==> src/core/bool_blocks_defs.vh <==
// Constants for the cycle-evaluated Boolean function block library.
// Notes on behaviour
// - Conjunction output is high only when every input is high.
// - Unconnected conjunction-type inputs, edge variants too, read as one.
// - Unconnected disjunction, negated disjunction, exclusive-or inputs read zero.
// - Edge conjunction fires when all inputs high and one was low last cycle.
// - Edge output is high one cycle, then low at least one cycle.
// - Negated conjunction output is low only when every input is high.
// - Disjunction output is high when any input is high.
// - Negated disjunction output is high only when all inputs are low.
// - Exclusive-or has two inputs; output high when they differ.
// - Negation block outputs the complement of its single input.
// - Each function block input except the negation block's can be inverted individually.
// - Output terminal stages carry no inversion option.
// - Analog output terminal accepts only values from zero to one thousand.
// - Reduced variant uses three inputs and no per-input inversion; exclusive-or keeps both inputs and inversion.
`ifndef BOOL_BLOCKS_DEFS_VH
`define BOOL_BLOCKS_DEFS_VH
`define GATE_INPUTS    4
`define REDUCED_INPUTS 3
`define XOR_INPUTS     2
`define ANALOG_WIDTH   16
`define ANALOG_MIN     16'h0000
`define ANALOG_MAX     16'h03E8
`define VARIANT_FULL    1'b0
`define VARIANT_REDUCED 1'b1
`endif

==> src/core/bool_blocks.v <==
// Top of the Boolean block library, evaluated on each program cycle strobe.
`timescale 1ns/10ps
`include "bool_blocks_defs.vh"
module bool_blocks (
  input  wire                     CORE_CLK,
  input  wire                     RESET,
  input  wire                     CYCLE_STROBE,
  input  wire                     VARIANT_REDUCED,
  input  wire [`GATE_INPUTS-1:0]  AND_IN,
  input  wire [`GATE_INPUTS-1:0]  AND_USED,
  input  wire [`GATE_INPUTS-1:0]  AND_INV,
  input  wire [`GATE_INPUTS-1:0]  NAND_IN,
  input  wire [`GATE_INPUTS-1:0]  NAND_USED,
  input  wire [`GATE_INPUTS-1:0]  NAND_INV,
  input  wire [`GATE_INPUTS-1:0]  OR_IN,
  input  wire [`GATE_INPUTS-1:0]  OR_USED,
  input  wire [`GATE_INPUTS-1:0]  OR_INV,
  input  wire [`GATE_INPUTS-1:0]  NOR_IN,
  input  wire [`GATE_INPUTS-1:0]  NOR_USED,
  input  wire [`GATE_INPUTS-1:0]  NOR_INV,
  input  wire [`GATE_INPUTS-1:0]  EAND_IN,
  input  wire [`GATE_INPUTS-1:0]  EAND_USED,
  input  wire [`GATE_INPUTS-1:0]  EAND_INV,
  input  wire [`GATE_INPUTS-1:0]  ENAND_IN,
  input  wire [`GATE_INPUTS-1:0]  ENAND_USED,
  input  wire [`GATE_INPUTS-1:0]  ENAND_INV,
  input  wire [`XOR_INPUTS-1:0]   XOR_IN,
  input  wire [`XOR_INPUTS-1:0]   XOR_USED,
  input  wire [`XOR_INPUTS-1:0]   XOR_INV,
  input  wire                     NOT_IN,
  input  wire [`ANALOG_WIDTH-1:0] ANALOG_IN,
  output reg                      AND_OUT,
  output reg                      NAND_OUT,
  output reg                      OR_OUT,
  output reg                      NOR_OUT,
  output reg                      XOR_OUT,
  output reg                      NOT_OUT,
  output reg                      EAND_OUT,
  output reg                      ENAND_OUT,
  output reg  [`ANALOG_WIDTH-1:0] ANALOG_OUT
);
  wire [`GATE_INPUTS-1:0] and_c;
  wire [`GATE_INPUTS-1:0] nand_c;
  wire [`GATE_INPUTS-1:0] or_c;
  wire [`GATE_INPUTS-1:0] nor_c;
  wire [`GATE_INPUTS-1:0] eand_c;
  wire [`GATE_INPUTS-1:0] enand_c;
  wire [`XOR_INPUTS-1:0]  xor_c;
  reg                     eand_all_prev_q;
  reg                     enand_all_prev_q;
  wire                    eand_all;
  wire                    enand_all;

  // Conjunction-type inputs default to one when unused.
  input_condition #(.WIDTH(`GATE_INPUTS), .UNUSED_ONE(1)) u_and (
    .raw(AND_IN), .used(AND_USED), .invert(AND_INV),
    .reduced(VARIANT_REDUCED), .cond(and_c));
  input_condition #(.WIDTH(`GATE_INPUTS), .UNUSED_ONE(1)) u_nand (
    .raw(NAND_IN), .used(NAND_USED), .invert(NAND_INV),
    .reduced(VARIANT_REDUCED), .cond(nand_c));
  input_condition #(.WIDTH(`GATE_INPUTS), .UNUSED_ONE(1)) u_eand (
    .raw(EAND_IN), .used(EAND_USED), .invert(EAND_INV),
    .reduced(VARIANT_REDUCED), .cond(eand_c));
  input_condition #(.WIDTH(`GATE_INPUTS), .UNUSED_ONE(1)) u_enand (
    .raw(ENAND_IN), .used(ENAND_USED), .invert(ENAND_INV),
    .reduced(VARIANT_REDUCED), .cond(enand_c));
  // Disjunction-type inputs default to zero when unused.
  input_condition #(.WIDTH(`GATE_INPUTS), .UNUSED_ONE(0)) u_or (
    .raw(OR_IN), .used(OR_USED), .invert(OR_INV),
    .reduced(VARIANT_REDUCED), .cond(or_c));
  input_condition #(.WIDTH(`GATE_INPUTS), .UNUSED_ONE(0)) u_nor (
    .raw(NOR_IN), .used(NOR_USED), .invert(NOR_INV),
    .reduced(VARIANT_REDUCED), .cond(nor_c));
  // The two-input gate keeps both inputs in either variant.
  input_condition #(.WIDTH(`XOR_INPUTS), .UNUSED_ONE(0)) u_xor (
    .raw(XOR_IN), .used(XOR_USED), .invert(XOR_INV),
    .reduced(1'b0), .cond(xor_c));

  assign eand_all  = &eand_c;
  assign enand_all = &enand_c;

  // All gate outputs update once per program cycle strobe.
  always @(posedge CORE_CLK or posedge RESET) begin
    if (RESET) begin
      AND_OUT          <= 1'b0;
      NAND_OUT         <= 1'b1;
      OR_OUT           <= 1'b0;
      NOR_OUT          <= 1'b1;
      XOR_OUT          <= 1'b0;
      NOT_OUT          <= 1'b1;
      EAND_OUT         <= 1'b0;
      ENAND_OUT        <= 1'b0;
      eand_all_prev_q  <= 1'b1;
      enand_all_prev_q <= 1'b0;
      ANALOG_OUT       <= `ANALOG_MIN;
    end else if (CYCLE_STROBE) begin
      AND_OUT   <= &and_c;
      NAND_OUT  <= ~(&nand_c);
      OR_OUT    <= |or_c;
      NOR_OUT   <= ~(|nor_c);
      XOR_OUT   <= xor_c[0] ^ xor_c[1];
      NOT_OUT   <= ~NOT_IN;
      // Rising entry into all-high; one cycle long by construction.
      EAND_OUT  <= eand_all & ~eand_all_prev_q;
      // Leaving the all-high state; also a one-cycle pulse.
      ENAND_OUT <= ~enand_all & enand_all_prev_q;
      eand_all_prev_q  <= eand_all;
      enand_all_prev_q <= enand_all;
      // Analog terminal limits to the accepted range.
      if (ANALOG_IN > `ANALOG_MAX) begin
        ANALOG_OUT <= `ANALOG_MAX;
      end else begin
        ANALOG_OUT <= ANALOG_IN;
      end
    end
  end
endmodule

==> src/core/input_condition.v <==
// Input conditioning for one gate: unused defaulting and per-input inversion.
`timescale 1ns/10ps
module input_condition #(
  parameter WIDTH       = 4,
  parameter UNUSED_ONE  = 1
) (
  input  wire [WIDTH-1:0] raw,
  input  wire [WIDTH-1:0] used,
  input  wire [WIDTH-1:0] invert,
  input  wire             reduced,
  output wire [WIDTH-1:0] cond
);
  genvar i;
  // Each bit: unused inputs take the fixed level, used ones may be inverted.
  generate
    for (i = 0; i < WIDTH; i = i + 1) begin : g_bit
      wire active = used[i] & ~(reduced & (i == WIDTH - 1));
      wire inv_en = invert[i] & ~reduced;
      assign cond[i] = active ? (raw[i] ^ inv_en)
                              : (UNUSED_ONE != 0);
    end
  endgenerate
endmodule

==> config.mk <==
export PLATFORM = sky130hd
export DESIGN_NAME = bool_blocks
export DESIGN_NICKNAME = d
export VERILOG_FILES = /design/src/core/bool_blocks.v /design/src/core/input_condition.v
export VERILOG_INCLUDE_DIRS = /design/src /design/src/core
export SDC_FILE = /design/constraint.sdc
export NUM_CORES = 1
export LEC_CHECK = 0
export BUFFER_PORTS_ARGS = -buffer_cell sky130_fd_sc_hd__buf_4
export CAP_MARGIN = 10
export CORE_MARGIN = 3
export CORE_UTILIZATION = 43
export CTS_BUF_LIST = sky130_fd_sc_hd__clkbuf_4 sky130_fd_sc_hd__clkbuf_8
export CTS_CLUSTER_SIZE = 20
export DETAILED_ROUTE_END_ITERATION = 10
export PLACE_DENSITY = 0.85
export SLEW_MARGIN = 10
export SYNTH_ARGS = -nofsm -noshare
export SYNTH_HDL_FRONTEND = slang
export SYNTH_SLANG_ARGS = --single-unit
==> constraint.sdc <==
create_clock -name CORE_CLK -period 1.7 [get_ports CORE_CLK]
set_clock_uncertainty 0.05 [all_clocks]
set_input_delay 0.34 -clock CORE_CLK [delete_from_list [all_inputs] [get_ports CORE_CLK]]
set_output_delay 0.34 -clock CORE_CLK [all_outputs]
set_load 0.005 [all_outputs]
==> run_summary.xml, run 1 <==
<?xml version="1.0" encoding="UTF-8"?>
<metrics>
  <group name="finish">
    <metric name="area.growth.synth_to_final" unit="%">64.8</metric>
    <metric name="fillCellCount" unit="">280</metric>
    <metric name="most_common_cell_after_layout_fill_and_taps_aside" unit="">sky130_fd_sc_hd__buf_4</metric>
    <metric name="nNetsFinal" unit="">387</metric>
    <metric name="utilization" unit="%">74.7</metric>
    <metric name="final_cell_mix" unit="">125 x sky130_fd_sc_hd__buf_4, 22 x sky130_fd_sc_hd__dfrtp_1, 18 x sky130_fd_sc_hd__xnor2_1, 16 x sky130_fd_sc_hd__nor2b_1, 14 x sky130_fd_sc_hd__nor2_1</metric>
    <metric name="final_design_area_no_fill" unit="um^2">2530</metric>
    <metric name="layout-drive-gt1-share" unit="%">47.0</metric>
    <metric name="num_antenna_cells" unit="">0</metric>
  </group>
  <group name="sta">
    <metric name="final_period_minus_worst_setup_slack" unit="ns">1.37</metric>
    <metric name="hold_viol_final" unit="">0</metric>
    <metric name="setup-tns-final" unit="ns">0</metric>
    <metric name="slew_violations" unit="">0</metric>
    <metric name="relative_slew_slack" unit="%">73.7</metric>
    <metric name="finalSetupViolations" unit="">0</metric>
    <metric name="rsz0062_at_grt" unit="">false</metric>
    <metric name="clock.fmax" unit="GHz">0.729</metric>
    <metric name="layout_worst_path_cycle_share" unit="%">80.7</metric>
    <metric name="worst_pin_slew" unit="ns">0.391</metric>
  </group>
  <group name="clock_tree">
    <metric name="cts_root_buffer" unit="">sky130_fd_sc_hd__clkbuf_4</metric>
    <metric name="htree_levels" unit="">1</metric>
    <metric name="insertion_delay" unit="ns">0.32</metric>
    <metric name="tritoncts" unit="">done</metric>
    <metric name="cts.sink_count" unit="">26</metric>
    <metric name="clock_transition_at_path_regs" unit="ns">0.14</metric>
    <metric name="cts.repair.resized" unit="">0</metric>
    <metric name="tritoncts.num_buffers" unit="">3</metric>
    <metric name="cts.hold.buffers_added" unit="">0</metric>
    <metric name="max_clock_buf_depth" unit="">2</metric>
    <metric name="postCtsSetupBuffers" unit="">0</metric>
  </group>
  <group name="detailed_routing">
    <metric name="detailed_routing_iterations_pass_1" unit="">4</metric>
    <metric name="detail_route.wirelength" unit="um">4190</metric>
    <metric name="drt.antenna.violating_nets" unit="">0</metric>
    <metric name="drtIter0Drc" unit="">59</metric>
    <metric name="drt_drc_violations_left" unit="">0</metric>
    <metric name="via_per_inst" unit="">4.69</metric>
    <metric name="wl_per_cell" unit="um">12.6</metric>
    <metric name="via_count" unit="">1562</metric>
  </group>
  <group name="pwr">
    <metric name="clock_power_share" unit="%">22.0</metric>
    <metric name="seq_power_share" unit="%">47.9</metric>
    <metric name="power.ir.vdd_worst" unit="mV">0.501</metric>
    <metric name="pwr-share-comb" unit="%">30.1</metric>
    <metric name="net-switching-power" unit="mW">0.355</metric>
    <metric name="pwr_dens" unit="nW/um^2">562</metric>
    <metric name="power.static_leakage" unit="nW">1.23</metric>
    <metric name="switching_share" unit="%">24.9</metric>
    <metric name="p_int" unit="mW">1.07</metric>
  </group>
  <group name="logic_synthesis">
    <metric name="postSynthRegisterBits" unit="">26</metric>
    <metric name="synth_cell_type_count" unit="">31</metric>
    <metric name="syn_area" unit="um^2">1540</metric>
    <metric name="synth-warning-count" unit="">0</metric>
    <metric name="synth_top_cell_area_share" unit="%">35.8</metric>
    <metric name="mapped_nets" unit="">263</metric>
    <metric name="synth.avg_cell_area" unit="um^2">9.37</metric>
    <metric name="mapped_cells" unit="">164</metric>
    <metric name="ys_top_cells_by_area" unit="">sky130_fd_sc_hd__dfrtp_1 36%, sky130_fd_sc_hd__xnor2_1 10%, sky130_fd_sc_hd__dfstp_2 6.8%, sky130_fd_sc_hd__nor2b_1 6.5%, sky130_fd_sc_hd__nand2b_1 4.5%</metric>
    <metric name="seq_area_frac_synth" unit="%">42.7</metric>
    <metric name="synth_top_area_cell" unit="">sky130_fd_sc_hd__dfrtp_1</metric>
  </group>
  <group name="die">
    <metric name="design.die.area" unit="um^2">4330</metric>
    <metric name="io_pins" unit="">123</metric>
    <metric name="die_height" unit="um">65.8</metric>
    <metric name="die-width" unit="um">65.8</metric>
    <metric name="floorplan.initialDensity" unit="%">45.3</metric>
    <metric name="floorplan.core_area" unit="um^2">3390</metric>
    <metric name="rows" unit="">21</metric>
  </group>
  <group name="job">
    <metric name="cap_violations" unit="">0</metric>
  </group>
  <group name="critical_path">
    <metric name="cp_slowest_stage_delay" unit="ns">0.56</metric>
    <metric name="worst_r2r_startpoint" unit="">eand_all_prev_q</metric>
    <metric name="cp-start-kind" unit="">register</metric>
    <metric name="worst_path_dominant_cell_family" unit="">flip-flops</metric>
    <metric name="rrSetupSlack" unit="ns">0.82</metric>
    <metric name="worst-setup-path-type" unit="">register to output pin</metric>
    <metric name="crit_arrival" unit="ns">0.98</metric>
    <metric name="crit_slowest_cell" unit="">sky130_fd_sc_hd__dfstp_2</metric>
    <metric name="path_cells" unit="">buf_4</metric>
    <metric name="setup_crit_end_kind" unit="">output pin</metric>
    <metric name="critPathBufInv" unit="">1</metric>
    <metric name="worst_r2r_endpoint" unit="">eand_all_prev_q</metric>
    <metric name="ff2ff_path_depth" unit="">2</metric>
    <metric name="worstSetupStartpoint" unit="">NOR_OUT</metric>
    <metric name="required" unit="ns">1.31</metric>
    <metric name="cp_max_fo" unit="">2</metric>
  </group>
  <group name="placed_design">
    <metric name="place_area" unit="um^2">2500</metric>
    <metric name="place_hpwl" unit="um">3500</metric>
    <metric name="buffer_ports.inserted" unit="">122</metric>
    <metric name="gp_congestion" unit="">0.755</metric>
  </group>
  <group name="global_route">
    <metric name="grtUsageTotal" unit="%">19.3</metric>
    <metric name="antenna_violations_before_repair" unit="">0</metric>
    <metric name="globalRouteOverflowTotal" unit="">0</metric>
    <metric name="wire_length_of_the_first_global_routing_pass" unit="um">6520</metric>
    <metric name="grt_max_degree" unit="">27</metric>
    <metric name="number_of_global_route_vias_before_repair" unit="">1519</metric>
  </group>
  <group name="min_path">
    <metric name="min-delay-path-class" unit="">primary input to asynchronous set/reset pin</metric>
  </group>
  <group name="status">
    <metric name="run_status" unit="">finished clean</metric>
  </group>
</metrics>
## cell families (layout without fill, tap and decap cells)
group | Yosys count | count (layout) | share of synthesized area, %
and+or+nand+nor | 62 | 62 | 21.7
DFF | 26 | 26 | 42.7
buffers and inverters | 16 | 139 | 4.80
AOI/OAI and AO/OA | 31 | 31 | 13.8
xor gates and xnor gates | 24 | 24 | 13.7
muxes | 5 | 5 | 3.34
## cell type report
cell class	instances	area, um^2	area share [%]
Timing Repair Buffer	125	938	37.1
Clock buffer	4	36.3	1.43
Tap cell	46	57.6	2.27
Sequential cell	26	656	25.9
Multi-Input combinational cell	122	807	31.9
Inverter	10	37.5	1.48
## tightest hold or removal path, delay by kind of cell
kind	cells	cell delay (ns)
buffers and inverters	3	0.46
## registers in the layout (all words and copies together) (netlist names)
signal            cells
ANALOG_OUT           16
AND_OUT               1
EAND_OUT              1
ENAND_OUT             1
NAND_OUT              1
NOR_OUT               1
NOT_OUT               1
OR_OUT                1
XOR_OUT               1
eand_all_prev_q       1
enand_all_prev_q      1
## Yosys cell counts
cell / n
sky130_fd_sc_hd__mux2i_1: 4
sky130_fd_sc_hd__a21o_1: 1
sky130_fd_sc_hd__a22o_1: 3
sky130_fd_sc_hd__dfstp_2: 4
sky130_fd_sc_hd__nor4_1: 2
sky130_fd_sc_hd__o21ai_0: 2
sky130_fd_sc_hd__a31oi_1: 2
sky130_fd_sc_hd__clkbuf_1: 1
sky130_fd_sc_hd__dfrtp_1: 22
sky130_fd_sc_hd__inv_1: 10
sky130_fd_sc_hd__nand2_1: 11
sky130_fd_sc_hd__nor3b_1: 5
sky130_fd_sc_hd__o22a_1: 1
sky130_fd_sc_hd__nor2b_1: 16
sky130_fd_sc_hd__and2b_1: 2
sky130_fd_sc_hd__mux2_2: 1
sky130_fd_sc_hd__a22oi_1: 4
sky130_fd_sc_hd__buf_4: 1
sky130_fd_sc_hd__o21bai_1: 1
sky130_fd_sc_hd__a211oi_1: 2
sky130_fd_sc_hd__a21oi_1: 8
sky130_fd_sc_hd__buf_1: 1
sky130_fd_sc_hd__buf_6: 1
sky130_fd_sc_hd__o32ai_2: 1
sky130_fd_sc_hd__nand2b_1: 11
sky130_fd_sc_hd__xor2_1: 6
sky130_fd_sc_hd__xnor2_1: 18
sky130_fd_sc_hd__nand4_1: 1
sky130_fd_sc_hd__buf_2: 2
sky130_fd_sc_hd__o22ai_1: 6
sky130_fd_sc_hd__nor2_1: 14
## through the flow
stage	power, mW	worst slack, ns	hold WS (ns)	cells
2_1_floorplan	0.871	0.388	0.327	164
3_3_place_gp	1.11	0.151	0.374	329
3_5_place_dp	1.13	0.0567	0.386	329
4_1_cts	1.44	0.316	0.0176	333
5_1_grt	1.51	0.273	0.0192	333
6_report	1.42	0.329	0.0120	333
## metal layers
metal  global-route usage [%]  vias to the layer above  share of wire (%)
met5                        0                        -                  0
met4                     2.33                        0               0.55
met3                     6.29                        4                 10
met2                     34.9                       70                 53
met1                     22.5                      695                 36
li1                         -                      793                  -
## worst max path at each step
stage	end	depth (start not counted)
floorplan	ANALOG_OUT[3]	4
global placement	enand_all_prev_q	5
detailed placement	enand_all_prev_q	5
CTS	NOR_OUT	1
global route	NOT_OUT	1
finish	NOR_OUT	1
## power groups by stage
stage          clock (mW)  sequential (mW)  combinational, mW
2_1_floorplan           0            0.696              0.176
3_3_place_gp            0            0.693              0.422
3_5_place_dp            0            0.695              0.432
4_1_cts             0.324            0.683              0.434
5_1_grt             0.355            0.687              0.469
6_report            0.313            0.683              0.428
Power figures use the tool's default switching activity.
==> run 2: changes to the inputs <==
--- a/config.mk
+++ b/config.mk
@@ -9,11 +9,11 @@
 export BUFFER_PORTS_ARGS = -buffer_cell sky130_fd_sc_hd__buf_4
 export CAP_MARGIN = 10
 export CORE_MARGIN = 3
-export CORE_UTILIZATION = 43
+export CORE_UTILIZATION = 36
 export CTS_BUF_LIST = sky130_fd_sc_hd__clkbuf_4 sky130_fd_sc_hd__clkbuf_8
 export CTS_CLUSTER_SIZE = 20
 export DETAILED_ROUTE_END_ITERATION = 10
-export PLACE_DENSITY = 0.85
+export PLACE_DENSITY = 0.76
 export SLEW_MARGIN = 10
 export SYNTH_ARGS = -nofsm -noshare
 export SYNTH_HDL_FRONTEND = slang
==> constraint.sdc (replaced) <==
create_clock -name CORE_CLK -period 1.2 [get_ports CORE_CLK]
set_clock_uncertainty 0.05 [all_clocks]
set_input_delay 0.24 -clock CORE_CLK [delete_from_list [all_inputs] [get_ports CORE_CLK]]
set_output_delay 0.24 -clock CORE_CLK [all_outputs]
set_load 0.005 [all_outputs]
==> run 2 against run 1 <==
Against the previous run:
- register-to-register slack lost 0.48 ns
- final area grew 3.9%
- first-iteration DRC count grew 22%
- highest routed layer unchanged
- combinational power grew 48%
- via count grew 1.8%
==> run_summary.xml, run 2 (synthesis gave the netlist of run 1 again) <==
<?xml version="1.0" encoding="UTF-8"?>
<metrics>
  <group name="detailed_routing">
    <metric name="detailed_routing_iterations_pass_1" unit="">4</metric>
    <metric name="drtIter0Drc" unit="">72</metric>
    <metric name="via_count" unit="">1590</metric>
    <metric name="via_per_inst" unit="">4.65</metric>
    <metric name="detail_route.wirelength" unit="um">4270</metric>
    <metric name="drt.antenna.violating_nets" unit="">0</metric>
    <metric name="drt_drc_violations_left" unit="">0</metric>
    <metric name="wl_per_cell" unit="um">12.5</metric>
  </group>
  <group name="sta">
    <metric name="finalSetupViolations" unit="">0</metric>
    <metric name="clock.fmax" unit="GHz">0.840</metric>
    <metric name="relative_slew_slack" unit="%">76.6</metric>
    <metric name="worst_pin_slew" unit="ns">0.348</metric>
    <metric name="timing.hold.ws" unit="ns">0.0558</metric>
    <metric name="slew_violations" unit="">0</metric>
    <metric name="final_period_minus_worst_setup_slack" unit="ns">1.19</metric>
    <metric name="hold_viol_final" unit="">0</metric>
    <metric name="setup-tns-final" unit="ns">0</metric>
    <metric name="rsz0062_at_grt" unit="">true</metric>
    <metric name="layout_worst_path_cycle_share" unit="%">99.3</metric>
  </group>
  <group name="critical_path">
    <metric name="required" unit="ns">0.91</metric>
    <metric name="crit_slowest_cell" unit="">sky130_fd_sc_hd__dfstp_2</metric>
    <metric name="worst-setup-path-type" unit="">register to output pin</metric>
    <metric name="cp_slowest_stage_delay" unit="ns">0.55</metric>
    <metric name="setup_crit_end_kind" unit="">output pin</metric>
    <metric name="path_cells" unit="">buf_6</metric>
    <metric name="cp_max_fo" unit="">2</metric>
    <metric name="crit_arrival" unit="ns">0.90</metric>
    <metric name="worst_path_dominant_cell_family" unit="">flip-flops</metric>
    <metric name="critPathBufInv" unit="">1</metric>
    <metric name="cp-start-kind" unit="">register</metric>
  </group>
  <group name="die">
    <metric name="die_height" unit="um">71.3</metric>
    <metric name="io_pins" unit="">123</metric>
    <metric name="rows" unit="">23</metric>
    <metric name="design.die.area" unit="um^2">5090</metric>
    <metric name="die-width" unit="um">71.3</metric>
    <metric name="floorplan.initialDensity" unit="%">37.9</metric>
    <metric name="floorplan.core_area" unit="um^2">4060</metric>
  </group>
  <group name="global_route">
    <metric name="number_of_global_route_vias_before_repair" unit="">1617</metric>
    <metric name="antenna_violations_before_repair" unit="">0</metric>
    <metric name="grtUsageTotal" unit="%">16.3</metric>
    <metric name="wire_length_of_the_first_global_routing_pass" unit="um">6730</metric>
    <metric name="globalRouteOverflowTotal" unit="">0</metric>
    <metric name="grt_max_degree" unit="">27</metric>
  </group>
  <group name="finish">
    <metric name="register_area" unit="um^2">656</metric>
    <metric name="most_common_cell_after_layout_fill_and_taps_aside" unit="">sky130_fd_sc_hd__buf_4</metric>
    <metric name="fillCellCount" unit="">370</metric>
    <metric name="nNetsFinal" unit="">392</metric>
    <metric name="top_register" unit="">ANALOG_OUT</metric>
    <metric name="area.growth.synth_to_final" unit="%">71.3</metric>
    <metric name="footprint_of_the_multi_input_gates" unit="um^2">818</metric>
    <metric name="final_cell_mix" unit="">125 x sky130_fd_sc_hd__buf_4, 22 x sky130_fd_sc_hd__dfrtp_1, 18 x sky130_fd_sc_hd__xnor2_1, 16 x sky130_fd_sc_hd__nor2b_1, 14 x sky130_fd_sc_hd__nor2_1</metric>
    <metric name="final_design_area_no_fill" unit="um^2">2630</metric>
    <metric name="layout-drive-gt1-share" unit="%">47.9</metric>
    <metric name="num_antenna_cells" unit="">0</metric>
    <metric name="largest_reg_flops" unit="">16</metric>
    <metric name="utilization" unit="%">64.8</metric>
  </group>
  <group name="placed_design">
    <metric name="buffer_ports.inserted" unit="">122</metric>
    <metric name="place_area" unit="um^2">2550</metric>
    <metric name="gp_congestion" unit="">0.727</metric>
    <metric name="place_hpwl" unit="um">3580</metric>
  </group>
  <group name="pwr">
    <metric name="pwr_dens" unit="nW/um^2">821</metric>
    <metric name="power.static_leakage" unit="nW">1.27</metric>
    <metric name="finalPower" unit="mW">2.16</metric>
    <metric name="power.ir.vdd_worst" unit="mV">0.548</metric>
  </group>
  <group name="clock_tree">
    <metric name="max_clock_buf_depth" unit="">2</metric>
    <metric name="clock_transition_at_path_regs" unit="ns">0.09</metric>
    <metric name="htree_levels" unit="">1</metric>
    <metric name="tritoncts" unit="">done</metric>
    <metric name="insertion_delay" unit="ns">0.26</metric>
    <metric name="cts.sink_count" unit="">26</metric>
    <metric name="tritoncts.num_buffers" unit="">3</metric>
    <metric name="cts_root_buffer" unit="">sky130_fd_sc_hd__clkbuf_8</metric>
  </group>
  <group name="job">
    <metric name="cap_violations" unit="">0</metric>
  </group>
  <group name="status">
    <metric name="run_status" unit="">finished clean</metric>
  </group>
  <group name="min_path">
    <metric name="min-delay-path-class" unit="">primary input to register</metric>
  </group>
</metrics>
-- run 2: power breakdown --
group / leakage, nW / total [mW] / switching [mW] / internal [mW]
clock: 0.0288 / 0.557 / 0.264 / 0.293
sequential: 0.308 / 0.969 / 0.0293 / 0.940
combinational: 0.933 / 0.634 / 0.218 / 0.416
total: 1.27 / 2.16 / 0.511 / 1.65
-- run 2: worst paths after layout --
check                              start         endpoint  slack, ns  cells after the start
worst max-delay path            NAND_OUT         NAND_OUT      0.009                      1
worst min-delay path              NOT_IN          NOT_OUT       0.06                      2
worst max register to register   NOR_OUT          NOR_OUT       0.34                      2
worst min register to register   NOT_OUT          NOT_OUT       0.43                      2
min in group asynchronous          RESET    ANALOG_OUT[7]       0.53                      4
max in group asynchronous          RESET  eand_all_prev_q       0.27                      4
-- run 2: metal layers --
| metal | GRT usage (%) | part of all wire, % | up-vias |
|---|---|---|---|
| met3 | 5.19 | 10 | 2 |
| met2 | 32.4 | 55 | 63 |
| met5 | 0 | 0 | - |
| met1 | 16.9 | 34 | 722 |
| li1 | - | - | 803 |
| met4 | 1.88 | 0.19 | 0 |
-- run 2: layout make-up --
| class | instances | share of cell area [%] |
|---|---|---|
| inverters | 10 | 1.43 |
| well taps | 50 | 2.38 |
| repair buffers | 130 | 38.1 |
| clock buffers | 4 | 2.09 |
| flip-flops and latches | 26 | 24.9 |
| multi-input cells | 122 | 31.1 |
-- run 2: timing repair --
item | 4_1_cts | 5_1_grt
hold buffers | 1 | 0
endpoints found under the hold margin | 22 | 0
setup buffers | 1 | 0
gates resized for setup | 3 | 0
endpoints found under the setup margin | 3 | 3
-- run 2: metrics by stage --
stage | instances | worst slack, ns
3_5_place_dp | 336 | -0.132
5_1_grt | 342 | -0.0321
6_report | 342 | 0.00892
3_3_place_gp | 336 | -0.116
4_1_cts | 342 | -0.00282
2_1_floorplan | 164 | 0.0190
==> run 3: changes to the inputs <==
--- a/config.mk
+++ b/config.mk
@@ -9,12 +9,13 @@
 export BUFFER_PORTS_ARGS = -buffer_cell sky130_fd_sc_hd__buf_4
 export CAP_MARGIN = 10
 export CORE_MARGIN = 3
-export CORE_UTILIZATION = 36
+export CORE_UTILIZATION = 43
 export CTS_BUF_LIST = sky130_fd_sc_hd__clkbuf_4 sky130_fd_sc_hd__clkbuf_8
 export CTS_CLUSTER_SIZE = 20
 export DETAILED_ROUTE_END_ITERATION = 10
-export PLACE_DENSITY = 0.76
+export PLACE_DENSITY = 0.81
 export SLEW_MARGIN = 10
 export SYNTH_ARGS = -nofsm -noshare
 export SYNTH_HDL_FRONTEND = slang
+export SYNTH_HIERARCHICAL = 1
 export SYNTH_SLANG_ARGS = --single-unit
==> constraint.sdc (replaced) <==
create_clock -name CORE_CLK -period 1.1 [get_ports CORE_CLK]
set_clock_uncertainty 0.05 [all_clocks]
set_input_delay 0.22 -clock CORE_CLK [delete_from_list [all_inputs] [get_ports CORE_CLK]]
set_output_delay 0.22 -clock CORE_CLK [all_outputs]
set_load 0.005 [all_outputs]
==> run 3 against run 2 <==
Against the previous run:
- the run now ends with negative setup slack left
- largest power group unchanged
- total power rose by 24%
- via count rose by 19%
- area after synthesis rose by 15%
- highest routed layer unchanged
==> run_summary.xml, run 3 <==
<?xml version="1.0" encoding="UTF-8"?>
<metrics>
  <group name="status">
    <metric name="run_status" unit="">complete, but fails checks</metric>
    <metric name="violated_checks" unit="">negative setup slack</metric>
  </group>
  <group name="pwr">
    <metric name="p_int" unit="mW">2.06</metric>
    <metric name="finalPower" unit="mW">2.67</metric>
    <metric name="power.static_leakage" unit="nW">1.51</metric>
    <metric name="pwr-share-comb" unit="%">30.9</metric>
    <metric name="pwr_dens" unit="nW/um^2">853</metric>
    <metric name="switching_share" unit="%">22.9</metric>
    <metric name="net-switching-power" unit="mW">0.611</metric>
    <metric name="seq_power_share" unit="%">39.9</metric>
    <metric name="power.ir.vdd_worst" unit="mV">0.643</metric>
    <metric name="clock_power_share" unit="%">29.2</metric>
  </group>
  <group name="critical_path">
    <metric name="crit_path_depth" unit="">1</metric>
    <metric name="worst_r2r_startpoint" unit="">eand_all_prev_q</metric>
    <metric name="worst_path_dominant_cell_family" unit="">flip-flops</metric>
    <metric name="worst_r2r_endpoint" unit="">EAND_OUT</metric>
    <metric name="worstSetupEndpoint" unit="">NOT_OUT</metric>
    <metric name="crit_arrival" unit="ns">0.91</metric>
    <metric name="cp_max_fo" unit="">2</metric>
    <metric name="required" unit="ns">0.83</metric>
    <metric name="worst-setup-path-type" unit="">register to output pin</metric>
    <metric name="worstSetupStartpoint" unit="">NOT_OUT</metric>
    <metric name="rrSetupSlack" unit="ns">0.23</metric>
    <metric name="setup_crit_end_kind" unit="">output pin</metric>
    <metric name="crit_slowest_cell" unit="">sky130_fd_sc_hd__dfstp_2</metric>
    <metric name="path_cells" unit="">buf_6</metric>
    <metric name="cp-start-kind" unit="">register</metric>
    <metric name="critPathBufInv" unit="">1</metric>
    <metric name="cp_slowest_stage_delay" unit="ns">0.55</metric>
    <metric name="ff2ff_path_depth" unit="">2</metric>
  </group>
  <group name="sta">
    <metric name="setup-tns-final" unit="ns">-0.237</metric>
    <metric name="rsz0062_at_grt" unit="">true</metric>
    <metric name="layout_worst_path_cycle_share" unit="%">107</metric>
    <metric name="timing.hold.ws" unit="ns">0.0321</metric>
    <metric name="slew_violations" unit="">0</metric>
    <metric name="final_period_minus_worst_setup_slack" unit="ns">1.18</metric>
    <metric name="clock.fmax" unit="GHz">0.850</metric>
    <metric name="setup_ws" unit="ns">-0.0766</metric>
    <metric name="hold_viol_final" unit="">0</metric>
    <metric name="finalSetupViolations" unit="">4</metric>
  </group>
  <group name="logic_synthesis">
    <metric name="synth_top_cell_area_share" unit="%">31.2</metric>
    <metric name="synth.avg_cell_area" unit="um^2">9.24</metric>
    <metric name="synth_xor_area_share" unit="%">3.97</metric>
    <metric name="synth.cells.most_frequent" unit="">25 x sky130_fd_sc_hd__nor2b_1, 22 x sky130_fd_sc_hd__dfrtp_1, 21 x sky130_fd_sc_hd__nand2_1</metric>
    <metric name="synth-warning-count" unit="">6</metric>
    <metric name="synth_edf_count" unit="">0</metric>
    <metric name="synth_most_common_cell" unit="">sky130_fd_sc_hd__nor2b_1</metric>
    <metric name="post_synth_fa_ha_maj_area_fraction" unit="%">0</metric>
    <metric name="seq_area_frac_synth" unit="%">37.2</metric>
    <metric name="ys_top_cells_by_area" unit="">sky130_fd_sc_hd__dfrtp_1 31%, sky130_fd_sc_hd__nor2b_1 8.9%, sky130_fd_sc_hd__mux2_1 7.7%, sky130_fd_sc_hd__dfstp_2 6.0%, sky130_fd_sc_hd__nand2_1 4.5%</metric>
    <metric name="synth-main-ff-cell" unit="">sky130_fd_sc_hd__dfrtp_1</metric>
    <metric name="synth_top_area_cell" unit="">sky130_fd_sc_hd__dfrtp_1</metric>
    <metric name="synth-compound-area-share" unit="%">8.23</metric>
    <metric name="mapped_cells" unit="">191</metric>
    <metric name="yosys.area_share.simple" unit="%">34.8</metric>
    <metric name="synth_async_sr_flop_share" unit="%">100</metric>
    <metric name="synth.area.mux_share" unit="%">10.7</metric>
    <metric name="syn_area" unit="um^2">1760</metric>
    <metric name="dominant_combinational_cell_family_by_area_after_synthesis" unit="">simple AND/OR/NAND/NOR gates</metric>
    <metric name="postSynthRegisterBits" unit="">26</metric>
    <metric name="synth_cell_type_count" unit="">31</metric>
  </group>
  <group name="die">
    <metric name="rows" unit="">22</metric>
    <metric name="die-width" unit="um">70.1</metric>
    <metric name="floorplan.initialDensity" unit="%">46.4</metric>
    <metric name="floorplan.core_area" unit="um^2">3800</metric>
    <metric name="die_height" unit="um">70.1</metric>
    <metric name="design.die.area" unit="um^2">4910</metric>
    <metric name="io_pins" unit="">123</metric>
  </group>
  <group name="detailed_routing">
    <metric name="detailed_routing_iterations_pass_1" unit="">4</metric>
    <metric name="wl_per_cell" unit="um">13.4</metric>
    <metric name="via_count" unit="">1896</metric>
    <metric name="via_per_inst" unit="">4.91</metric>
    <metric name="drt.antenna.violating_nets" unit="">0</metric>
    <metric name="drtIter0Drc" unit="">46</metric>
    <metric name="detail_route.wirelength" unit="um">5180</metric>
    <metric name="drt_drc_violations_left" unit="">0</metric>
  </group>
  <group name="job">
    <metric name="cap_violations" unit="">0</metric>
  </group>
  <group name="finish">
    <metric name="largest_reg_flops" unit="">16</metric>
    <metric name="final_design_area_no_fill" unit="um^2">3130</metric>
    <metric name="most_common_cell_after_layout_fill_and_taps_aside" unit="">sky130_fd_sc_hd__buf_4</metric>
    <metric name="layout-drive-gt1-share" unit="%">50.6</metric>
    <metric name="area.growth.synth_to_final" unit="%">77.3</metric>
    <metric name="nNetsFinal" unit="">438</metric>
    <metric name="utilization" unit="%">82.3</metric>
    <metric name="num_antenna_cells" unit="">0</metric>
    <metric name="top_register" unit="">ANALOG_OUT</metric>
    <metric name="final_cell_mix" unit="">131 x sky130_fd_sc_hd__buf_4, 22 x sky130_fd_sc_hd__dfrtp_1, 21 x sky130_fd_sc_hd__nand2_1, 20 x sky130_fd_sc_hd__nor2b_1, 17 x sky130_fd_sc_hd__inv_1</metric>
  </group>
  <group name="placed_design">
    <metric name="place_area" unit="um^2">2890</metric>
    <metric name="buffer_ports.inserted" unit="">122</metric>
    <metric name="gp_congestion" unit="">0.774</metric>
    <metric name="place_hpwl" unit="um">4090</metric>
  </group>
  <group name="global_route">
    <metric name="grtUsageTotal" unit="%">19.7</metric>
    <metric name="top_usage_layer" unit="">met2</metric>
    <metric name="globalRouteOverflowTotal" unit="">0</metric>
    <metric name="groute.layer.met3.usage" unit="%">7.05</metric>
    <metric name="grt.met2_usage" unit="%">36.0</metric>
    <metric name="antenna_violations_before_repair" unit="">0</metric>
    <metric name="grtUsageMet1" unit="%">22.8</metric>
    <metric name="number_of_global_route_vias_before_repair" unit="">1789</metric>
    <metric name="wire_length_of_the_first_global_routing_pass" unit="um">8000</metric>
    <metric name="grt_max_degree" unit="">20</metric>
  </group>
  <group name="clock_tree">
    <metric name="clock_transition_at_path_regs" unit="ns">0.09</metric>
    <metric name="max_clock_buf_depth" unit="">2</metric>
    <metric name="cts_root_buffer" unit="">sky130_fd_sc_hd__clkbuf_8</metric>
    <metric name="htree_levels" unit="">1</metric>
    <metric name="cts.sink_count" unit="">26</metric>
    <metric name="tritoncts.num_buffers" unit="">3</metric>
    <metric name="tritoncts" unit="">done</metric>
    <metric name="insertion_delay" unit="ns">0.27</metric>
  </group>
  <group name="min_path">
    <metric name="min-delay-path-class" unit="">primary input to register</metric>
  </group>
</metrics>
==> run 3: cell types whose count changed after synthesis, sizes merged, moves of 6 or more <==
cell     before  now
nor2b        16   25
xor2          6    0
inv          10   17
mux2          1   15
nand4bb       0    7
nand2        11   22
xnor2        18    8
o21ai         2   10
==> run 3: timing repair <==
item / 4_1_cts / 5_1_grt
setup buffers: 0 / 5
setup endpoints to repair: 8 / 15
endpoints found under the hold margin: 22 / 0
cloned: 0 / 2
hold buffers: 1 / 0
pin swaps: 0 / 1
gates resized for setup: 6 / 11
==> run 3: stage by stage <==
step	worst slack [ns]	instances
after CTS	-0.0885	379
final	-0.0766	386
after detailed placement	-0.388	374
after global routing	-0.120	386
after floorplan	-0.142	193
after global placement	-0.366	374
==> run 3: area by class of cell <==
type | instances | area [um^2]
timing repair buffer | 145 | 1190
multi-input combinational | 146 | 1080
fill | 257 | 671
sequential | 26 | 656
inverter | 17 | 63.8
tap | 48 | 60.1
clock buffer | 3 | 41.3
clock inverter | 1 | 30.0
==> run 3: power groups by stage <==
stage          combinational, mW  sequential (mW)  clock (mW)
3_5_place_dp               0.761             1.08           0
5_1_grt                    0.899             1.07       0.835
4_1_cts                    0.782             1.06       0.795
6_report                   0.825             1.06       0.779
3_3_place_gp               0.745             1.07           0
2_1_floorplan              0.289             1.08           0
==> run 3: how the worst min path moves through the flow <==
stage / depth (start not counted) / slack, ns / to / startpoint
2_1_floorplan: 1 / 0.21 / ANALOG_OUT[0] / RESET
3_3_place_gp: 3 / 0.19 / ANALOG_OUT[10] / RESET
3_5_place_dp: 3 / 0.20 / ANALOG_OUT[10] / RESET
4_1_cts: 2 / 0.02 / NOT_OUT / NOT_IN
5_1_grt: 2 / 0.02 / NOT_OUT / NOT_IN
6_report: 2 / 0.03 / NOT_OUT / NOT_IN
==> run 3: logic make-up after synthesis <==
group	count (synthesis)
AOI/OAI and AO/OA	25
buffers and inverters	21
xor gates and xnor gates	8
other	1
and+or+nand+nor	93
muxes	17
DFF	26
==> run 3: per-layer routing <==
layer	routed length [um]	part of all wire [%]	vias to the layer above
met4	22	0.42	0
li1	-	-	939
met3	527	10	4
met1	2040	39	871
met5	0	0	-
met2	2590	50	82
